`config.mk`:
```
export PLATFORM = sky130hd
export DESIGN_NAME = asrc_ctrl
export DESIGN_NICKNAME = d
export VERILOG_FILES = /design/src/asrc_pkg.sv /design/src/asrc_ctrl.sv /design/src/asrc_timer.sv
export SDC_FILE = /design/constraint.sdc
export NUM_CORES = 1
export LEC_CHECK = 0
export ABC_AREA = 1
export BUFFER_PORTS_ARGS = -buffer_cell sky130_fd_sc_hd__buf_2
export CAP_MARGIN = 20
export CORE_MARGIN = 1
export CORE_UTILIZATION = 50
export DETAILED_ROUTE_END_ITERATION = 10
export PLACE_DENSITY = 0.71
export SYNTH_ARGS = -nofsm -noshare
export SYNTH_HDL_FRONTEND = slang
export SYNTH_SLANG_ARGS = --single-unit
```
`constraint.sdc`:
```
create_clock -name mclk_i -period 1.7 [get_ports mclk_i]
set_input_delay 0.255 -clock mclk_i [delete_from_list [all_inputs] [get_ports mclk_i]]
set_output_delay 0.255 -clock mclk_i [all_outputs]
set_load 0.1 [all_outputs]
```
`src/asrc_pkg.sv`:
```
// Constants for the host-side controller of a 4096 x 1 asynchronous static RAM.
// Assumes a single 100 MHz clock; all pin timing is counted in whole cycles.
// Functional notes
// - Word index stable before select falls.
// - Strobe or select high while index changes.
// - Wait 500 us after power-up.
// - Read cycle no shorter than minimum.
// - Write strobe low long enough.
// - Select low long enough before write end.
package asrc_pkg;
  localparam int unsigned CLK_PERIOD_NS   = 10;
  localparam int unsigned POWERUP_US      = 500;
  localparam int unsigned ACCESS_NS       = 70;
  localparam int unsigned READ_CYCLE_NS   = 70;
  localparam int unsigned WRITE_PULSE_NS  = 40;
  localparam int unsigned SEL_TO_END_NS   = 55;
  localparam int unsigned WRITE_RECOV_NS  = 15;
  localparam int unsigned DATA_HOLD_NS    = 10;
  // Least times round up to whole cycles
  localparam int unsigned POWERUP_CYC     = (POWERUP_US * 1000 + CLK_PERIOD_NS - 1) / CLK_PERIOD_NS;
  localparam int unsigned ACCESS_CYC      = (ACCESS_NS + CLK_PERIOD_NS - 1) / CLK_PERIOD_NS;
  localparam int unsigned READ_CYC        = (READ_CYCLE_NS + CLK_PERIOD_NS - 1) / CLK_PERIOD_NS;
  localparam int unsigned WPULSE_CYC      = (WRITE_PULSE_NS + CLK_PERIOD_NS - 1) / CLK_PERIOD_NS;
  localparam int unsigned SEL_END_CYC     = (SEL_TO_END_NS + CLK_PERIOD_NS - 1) / CLK_PERIOD_NS;
  localparam int unsigned RECOV_RAW       = (WRITE_RECOV_NS + CLK_PERIOD_NS - 1) / CLK_PERIOD_NS;
  localparam int unsigned HOLD_RAW        = (DATA_HOLD_NS + CLK_PERIOD_NS - 1) / CLK_PERIOD_NS;
  localparam int unsigned RECOV_CYC       = (RECOV_RAW > HOLD_RAW) ? RECOV_RAW : HOLD_RAW;
  localparam int unsigned WORDS           = 4096;
  localparam int unsigned IDX_W           = 12;
  localparam int unsigned CNT_W           = 16;

  typedef enum logic [2:0] {
    ASRC_WAIT_PWR = 3'b000,
    ASRC_IDLE     = 3'b001,
    ASRC_RD       = 3'b011,
    ASRC_WR_SEL   = 3'b010,
    ASRC_WR_PULSE = 3'b110,
    ASRC_RECOV    = 3'b111
  } asrc_state_e;
endpackage

```
`src/asrc_ctrl.sv`:
```
// Host controller driving a 4096 x 1 asynchronous static RAM over its pins.
// Assumes the memory output is sampled as a synchronous input.
`timescale 1ns/10ps
`default_nettype none
module asrc_ctrl #(
  parameter int unsigned POWERUP_CYCLES = asrc_pkg::POWERUP_CYC
) (
  input  wire logic                      mclk_i,
  input  wire logic                      resetn_i,
  input  wire logic                      req_valid_i,
  input  wire logic                      req_write_i,
  input  wire logic [asrc_pkg::IDX_W-1:0] req_index_i,
  input  wire logic                      req_data_i,
  output logic                           req_ready_o,
  output logic                           rsp_valid_o,
  output logic                           rsp_data_o,
  output logic                           mem_ready_o,
  output logic [asrc_pkg::IDX_W-1:0]     word_index_o,
  output logic                           sel_n_o,
  output logic                           wr_n_o,
  output logic                           din_o,
  input  wire logic                      dout_i,
  input  wire logic                      dout_oe_n_i
);
  import asrc_pkg::*;

  asrc_state_e              state_r;
  logic                     done;
  logic                     load;
  logic [CNT_W-1:0]         load_val;

  asrc_timer #(.W(CNT_W)) u_timer (
    .mclk_i   (mclk_i),
    .resetn_i (resetn_i),
    .load_i   (load),
    .value_i  (load_val),
    .count_o  (),
    .done_o   (done)
  );

  function automatic logic [CNT_W-1:0] cyc(input int unsigned n);
    return CNT_W'(n - 1);
  endfunction

  assign req_ready_o = (state_r == ASRC_IDLE);
  assign mem_ready_o = (state_r != ASRC_WAIT_PWR);

  always_comb begin
    load     = 1'b0;
    load_val = '0;
    case (state_r)
      ASRC_IDLE: begin
        if (req_valid_i) begin
          load     = 1'b1;
          // Extra cycle: select is registered one clock after the index
          load_val = req_write_i ? cyc(SEL_END_CYC - WPULSE_CYC + 1) : cyc(ACCESS_CYC + 1);
        end
      end
      ASRC_WR_SEL: begin
        if (done) begin
          load     = 1'b1;
          load_val = cyc(WPULSE_CYC);
        end
      end
      ASRC_RD, ASRC_WR_PULSE: begin
        if (done) begin
          load     = 1'b1;
          load_val = cyc(RECOV_CYC);
        end
      end
      default: begin
        load     = 1'b0;
        load_val = '0;
      end
    endcase
  end

  // Power-up wait counter kept apart; it can exceed the short timer
  logic [19:0] pwr_cnt_r;
  always_ff @(posedge mclk_i or negedge resetn_i) begin
    if (!resetn_i) begin
      pwr_cnt_r <= 20'h0_0000;
    end else if (state_r == ASRC_WAIT_PWR) begin
      pwr_cnt_r <= pwr_cnt_r + 20'h0_0001;
    end
  end

  always_ff @(posedge mclk_i or negedge resetn_i) begin
    if (!resetn_i) begin
      state_r <= ASRC_WAIT_PWR;
    end else begin
      case (state_r)
        ASRC_WAIT_PWR: if (pwr_cnt_r >= 20'(POWERUP_CYCLES - 1)) state_r <= ASRC_IDLE;
        ASRC_IDLE:     if (req_valid_i) state_r <= req_write_i ? ASRC_WR_SEL : ASRC_RD;
        ASRC_RD:       if (done) state_r <= ASRC_RECOV;
        ASRC_WR_SEL:   if (done) state_r <= ASRC_WR_PULSE;
        ASRC_WR_PULSE: if (done) state_r <= ASRC_RECOV;
        ASRC_RECOV:    if (done) state_r <= ASRC_IDLE;
        default:       state_r <= ASRC_WAIT_PWR;
      endcase
    end
  end

  // Index and data latched at acceptance, stable through the whole access
  always_ff @(posedge mclk_i or negedge resetn_i) begin
    if (!resetn_i) begin
      word_index_o <= '0;
      din_o        <= 1'b0;
    end else if (state_r == ASRC_IDLE && req_valid_i) begin
      word_index_o <= req_index_i;
      din_o        <= req_data_i;
    end
  end

  // Select falls one cycle after the index settles; strobe only inside select
  always_ff @(posedge mclk_i or negedge resetn_i) begin
    if (!resetn_i) begin
      sel_n_o <= 1'b1;
      wr_n_o  <= 1'b1;
    end else begin
      sel_n_o <= !(state_r == ASRC_RD || state_r == ASRC_WR_SEL ||
                   state_r == ASRC_WR_PULSE) ||
                 ((state_r == ASRC_RD || state_r == ASRC_WR_PULSE) && done);
      wr_n_o  <= !((state_r == ASRC_WR_SEL && done) ||
                   (state_r == ASRC_WR_PULSE && !done));
    end
  end

  // Read sampled at the end of the full access time, before deselect
  always_ff @(posedge mclk_i or negedge resetn_i) begin
    if (!resetn_i) begin
      rsp_valid_o <= 1'b0;
      rsp_data_o  <= 1'b0;
    end else begin
      rsp_valid_o <= (state_r == ASRC_RD) && done;
      if ((state_r == ASRC_RD) && done) begin
        rsp_data_o <= dout_i;
      end
    end
  end
endmodule
`default_nettype wire

```
`src/asrc_timer.sv`:
```
// Loadable down-counter timing each pin phase.
// Assumes load and value are driven from the same clock.
`timescale 1ns/10ps
`default_nettype none
module asrc_timer #(
  parameter int unsigned W = 16
) (
  input  wire logic         mclk_i,
  input  wire logic         resetn_i,
  input  wire logic         load_i,
  input  wire logic [W-1:0] value_i,
  output logic      [W-1:0] count_o,
  output logic              done_o
);
  always_ff @(posedge mclk_i or negedge resetn_i) begin
    if (!resetn_i) begin
      count_o <= '0;
    end else if (load_i) begin
      count_o <= value_i;
    end else if (count_o != '0) begin
      count_o <= count_o - W'(1);
    end
  end

  // Done ignores load so the caller may reload on done without a loop
  assign done_o = (count_o == '0);
endmodule
`default_nettype wire

```
Yosys cells after proc, flatten, opt, wreduce, memory -nomap -nowiden
Cells that the tools add are included.
{"block": "totals", "regBits": 56, "latchBits": 0, "ramBits": 0, "rom_bits": 0, "inputBits": 19, "out_inout_bits": 19, "word_cells": 60, "n_memories": 0}
{"block": "classes", "add_sub_neg": 2, "n_mul": 0, "div_mod_pow": 0, "magnitude_cmp": 1, "eq_ne": 10, "shifts": 0, "muxes": 17, "bitwise": 0, "reduce_logical": 21}
{"op": "$pmux 16 s3", "count": 1}
{"op": "$mux 16", "count": 2}
{"op": "$mux 3", "count": 7}
{"op": "$add 20x1->20 const B", "count": 1}
{"op": "$ge 20x16->1 const B", "count": 1}
{"op": "$logic_not 16->1", "count": 1}
{"op": "$reduce_bool 16->1", "count": 1}
{"op": "$sub 16x1->16 const B", "count": 1}
{"op": "$pmux 3 s5", "count": 1}
{"op": "$eq 3x2->1 const B", "count": 2}
{"op": "$eq 3x3->1 const B", "count": 2}
{"op": "$ne 2x2->1 const B", "count": 3}
{"op": "$logic_and 1x1->1", "count": 5}
{"op": "$logic_or 1x1->1", "count": 5}
{"op": "$reduce_and 5->1", "count": 1}
{"op": "$mux 1", "count": 4}
{"op": "$ne 2x1->1 const B", "count": 2}
{"op": "$eq 3x1->1 const B", "count": 1}
{"op": "$logic_not 1->1", "count": 3}
{"op": "$logic_not 3->1", "count": 1}
{"op": "$reduce_bool 3->1", "count": 1}
{"op": "$reduce_or 3->1", "count": 1}
{"op": "$mux 2", "count": 1}
{"op": "$pmux 1 s2", "count": 1}
{"op": "other kinds (2)", "count": 2}

Depth between registers and ports, before layout
{"block": "depth", "word_depth": 5, "mapped_depth": 12, "ltp_nobuf": 12}

Hierarchy
Synthesis repeated with hierarchy kept, for this count alone.
{"block": "unflattened", "cells_unflattened": 398, "hier_area_um2": 3208.1}
{"mod": "asrc_ctrl", "n_inst": 1, "cells_per_inst": 231, "area_per_inst_um2": 2023.2}
{"mod": "asrc_timer", "n_inst": 1, "cells_per_inst": 167, "area_per_inst_um2": 1184.9}

Worst setup path after synthesis
Ideal clock, no wire load.
{"block": "synth_path", "path_kind": "flip-flop to flip-flop", "startpoint": "register state_r[0]", "endpoint": "register pwr_cnt_r[16]", "setup_ps": 121, "arrival_ps": 1897, "required_ps": 1579, "setup_slack_ps": -318, "stages_incl_launch_ff": 8, "synth_period_minus_slack_ps": 2018, "path_cell_list": "dfrtp_1 inv_2 nand3_2 nor2_4 nand4_4 nor2_4 nand2_1 xor2_1"}
{"block": "synth_via", "elab_chain_len": 1}
{"element": "start: declaration", "line": "asrc_ctrl.sv:27", "rtl": "asrc_state_e state_r;"}
{"element": "start signal: assignment", "line": "asrc_ctrl.sv:94", "rtl": "ASRC_IDLE: if (req_valid_i) state_r <= req_write_i ? ASRC_WR_SEL : ASRC_RD;"}
{"element": "$logic_not 3->1", "line": "asrc_ctrl.sv:83", "rtl": "end else if (state_r == ASRC_WAIT_PWR) begin"}
{"element": "end signal: assignment", "line": "asrc_ctrl.sv:84", "rtl": "pwr_cnt_r <= pwr_cnt_r + 20'h0_0001;"}
{"element": "end: declaration", "line": "asrc_ctrl.sv:79", "rtl": "logic [19:0] pwr_cnt_r;"}
No other way between the ends.
A chain may end at the register's enable or synchronous reset.

Final worst setup path
{"block": "layout_path", "startpoint": "register state_r[2]", "endpoint": "output port mem_ready_o"}
{"block": "layout_via", "elab_chain_len": 1}
{"element": "$reduce_bool 3->1", "line": "asrc_ctrl.sv:46", "rtl": "assign mem_ready_o = (state_r != ASRC_WAIT_PWR);"}
{"element": "end: declaration", "line": "asrc_ctrl.sv:17", "rtl": "output logic mem_ready_o,"}
No other way between the ends.

==> impl_metrics.env <==
export IMPL_synth_ff_type="dfrtp_1"
export IMPL_clk_latency_ps=320
export IMPL_grt_use_total_pct=20.9
export IMPL_p_per_area_mw_per_mm2=945
export IMPL_total_leakage_power_nw=1.81
export IMPL_postSynth_asyncResetShare_pct=100
export IMPL_dp_cells=480
export IMPL_synth_seq_area_share_pct=47.8
export IMPL_fin_crit_sh_pct=95.9
export IMPL_cts_buffers=5
export IMPL_cts_clk_slew_worst_paths_ps=110
export IMPL_path_depth=4
export IMPL_viasPerCell=4.95
export IMPL_grt_antenna_before_repair=0
export IMPL_first_pass_iters=4
export IMPL_hold_path_class="in -> reg"
export IMPL_n_fill_cell=470
export IMPL_grt_overflow=0
export IMPL_crit_fanout=7
export IMPL_drcViolationCount=0
export IMPL_dp_worst_setup_slack_ps=42.9
export IMPL_grt_pass1_vias=2317
export IMPL_netlist_area_mm2=0.00294
export IMPL_cp_slowest_stage_delay_ps=490
export IMPL_path_class="reg -> out"
export IMPL_io_pins=38
export IMPL_finalSetupTns_ps=0
export IMPL_hold_viol=0
export IMPL_fin_ws_ps=69.7
export IMPL_drv_cap=0
export IMPL_utilization_pct=64.2
export IMPL_power_mw=3.38
export IMPL_detail_route_antenna_nets=0
export IMPL_layout_common_cells="113 x nand2_1, 51 x dfrtp_1, 34 x buf_2"
export IMPL_synth_cells=360
export IMPL_antennaDiodeCount=0
export IMPL_io_buffers=36
export IMPL_tritoncts="built"
export IMPL_die_h_um=78.6
export IMPL_yosysTopAreaCellShare_pct=46.0
export IMPL_worstHoldPathCells=3
export IMPL_routed_wl_mm=5.83
export IMPL_stdcell_count=498
export IMPL_worstSetupStartpointType="flip-flop"
export IMPL_vias=2465
export IMPL_synth_fp_nets=382
export IMPL_cp_arrival_ps=1380
export IMPL_cp_end_kind="output pin"
export IMPL_synth_warnings=0
export IMPL_outcome="finished clean"
export IMPL_finalSetupViolations=0
export IMPL_synthTopCellsByArea="dfrtp_1 46%, nand2_1 15%, xor2_1 5.4%"
export IMPL_multi_input_area_mm2=0.00143
export IMPL_dieArea_mm2=0.00618
export IMPL_syn_to_final_growth_pct=21.9
export IMPL_cts_max_path_buffers=2
export IMPL_clock_skew_ps=8.83
export IMPL_yosys_area_top_type="dfrtp_1"
export IMPL_irDropWorstVdd_mv=0.557
export IMPL_drv_slew=0
export IMPL_fin_nets=447
export IMPL_synth_distinct_cells=34
export IMPL_post_route_min_period_ps=1630
export IMPL_dp_hpwl_mm=4.34
export IMPL_initial_core_util_pct=52.7
export IMPL_slew_headroom_pct=67.7
export IMPL_die_w_um=78.6
export IMPL_place_gp_congestion=0.864
export IMPL_drtIter0Drc=106
export IMPL_num_rows=27
export IMPL_worst_slew_pin_slew_ps=487
export IMPL_grt_max_degree=20
export IMPL_wl_per_cell_um=11.7
export IMPL_htree_num_levels=2
export IMPL_root_buffer="clkbuf_8"
export IMPL_regArea_mm2=0.00141
export IMPL_avgSynthCellArea_um2=8.15
export IMPL_final_common_cell="nand2_1"
export IMPL_ys_ff_latch=56
export IMPL_path_buf_inv=3
export IMPL_fp_coreArea_mm2=0.00557
export IMPL_grt_pass1_wl_mm=10.1
export IMPL_cpMaxStageDelayCell="dfrtp_2"
export IMPL_crit_chain="inv_2 > nand3_4 > buf_4 > buf_12"
export IMPL_clock_sinks=56
export IMPL_path_delay_family="flip-flops"
export IMPL_clock_fmax_mhz=613
export IMPL_cp_required_ps=1440
export IMPL_drive_gt1_share_pct=26.1
export IMPL_reg2regPathDepth=10
export IMPL_synth_edff_count=0
-- final cells by class --
type / instances / area share [%]
Clock buffer: 5 / 1.92
Clock inverter: 3 / 0.769
Inverter: 41 / 4.37
Multi-Input combinational cell: 260 / 39.9
Sequential cell: 56 / 39.3
Tap cell: 72 / 2.52
Timing Repair Buffer: 61 / 11.2
-- where the power goes --
| group | leakage, nW | switching (mW) | total, mW | internal [mW] |
|---|---|---|---|---|
| clock | 0.0463 | 0.465 | 0.768 | 0.303 |
| combinational | 1.04 | 0.596 | 0.934 | 0.337 |
| sequential | 0.718 | 0.160 | 1.68 | 1.52 |
| total | 1.81 | 1.22 | 3.38 | 2.16 |
-- repair_timing --
action,in CTS,in global routing
setup endpoints to repair,2,22
setup buffers,2,7
endpoints found under the hold margin,4,0
hold buffers,1,0
gates resized for setup,1,17
pin swaps,1,4
-- final timing paths --
| kind | start | end | slack, ps |
|---|---|---|---|
| max reg2reg | u_timer.count_o[0] | u_timer.count_o[1] | 100 |
| min | req_index_i[6] | word_index_o[6] | 120 |
| min in group asynchronous | resetn_i | u_timer.count_o[14] | 290 |
| min reg2reg | word_index_o[0] | word_index_o[0] | 480 |
| max in group asynchronous | resetn_i | wr_n_o | 890 |
| max | state_r[2] | mem_ready_o | 70 |
-- cells by family (layout without fill, tap and decap cells) --
logic type      Yosys count  after routing  share of synthesized area, %
simple gates            210            210                          33.5
flops                    56             56                          47.8
buf+inv                  44            110                          5.88
xor+xnor                 24             24                          7.16
compound gates           22             22                          3.92
fa+ha+maj                 3              3                          1.28
mux                       1              1                         0.384
-- flip-flops by register name, summed over array words and instances, names as in the netlist, named ones only --
register         flops
sel_n_o              1
pwr_cnt_r           20
rsp_data_o           1
din_o                1
u_timer.count_o     16
state_r              2
rsp_valid_o          1
wr_n_o               1
word_index_o        12
-- synthesized netlist by cell type (2+ instances only) --
| cell type | count |
|---|---|
| nor2_1 | 36 |
| o21ai_1 | 2 |
| nor3_2 | 6 |
| xnor2_1 | 6 |
| dfrtp_1 | 54 |
| inv_2 | 4 |
| nand2_1 | 114 |
| nand4_4 | 2 |
| nor4_1 | 2 |
| nand3_1 | 22 |
| nor2_2 | 2 |
| nor2_4 | 3 |
| ha_1 | 3 |
| inv_1 | 36 |
| dfstp_2 | 2 |
| xor2_1 | 18 |
| a21oi_1 | 7 |
| nor3_1 | 15 |
| o21ai_0 | 11 |
-- worst reg2reg max path: stages (launching register included) --
cell and delay, ps:
dfrtp_1 420, inv_2 110, ha_4 150, nand3_1 80
nor2_2 170, nand3_2 130, nand2_4 120, inv_2 80
nand2_1 100, o21ai_0 90, o21ai_0 80
-- per-stage QoR --
step / cell area, um2 / hold WS (ps)
finish: 3580 / 125
global route: 3580 / 129
CTS: 3460 / 117
detailed placement: 3340 / 95.2
global placement: 3340 / 97.9
floorplan: 2940 / -40.6
-- per-layer routing --
layer / part of all wire, % / track usage, %
met1: 49 / 28.7
met2: 46 / 33.5
met3: 3.5 / 3.02
met4: 1.4 / 7.96
met5: 0 / 0
No activity file was read; power rests on OpenSTA's default activity.
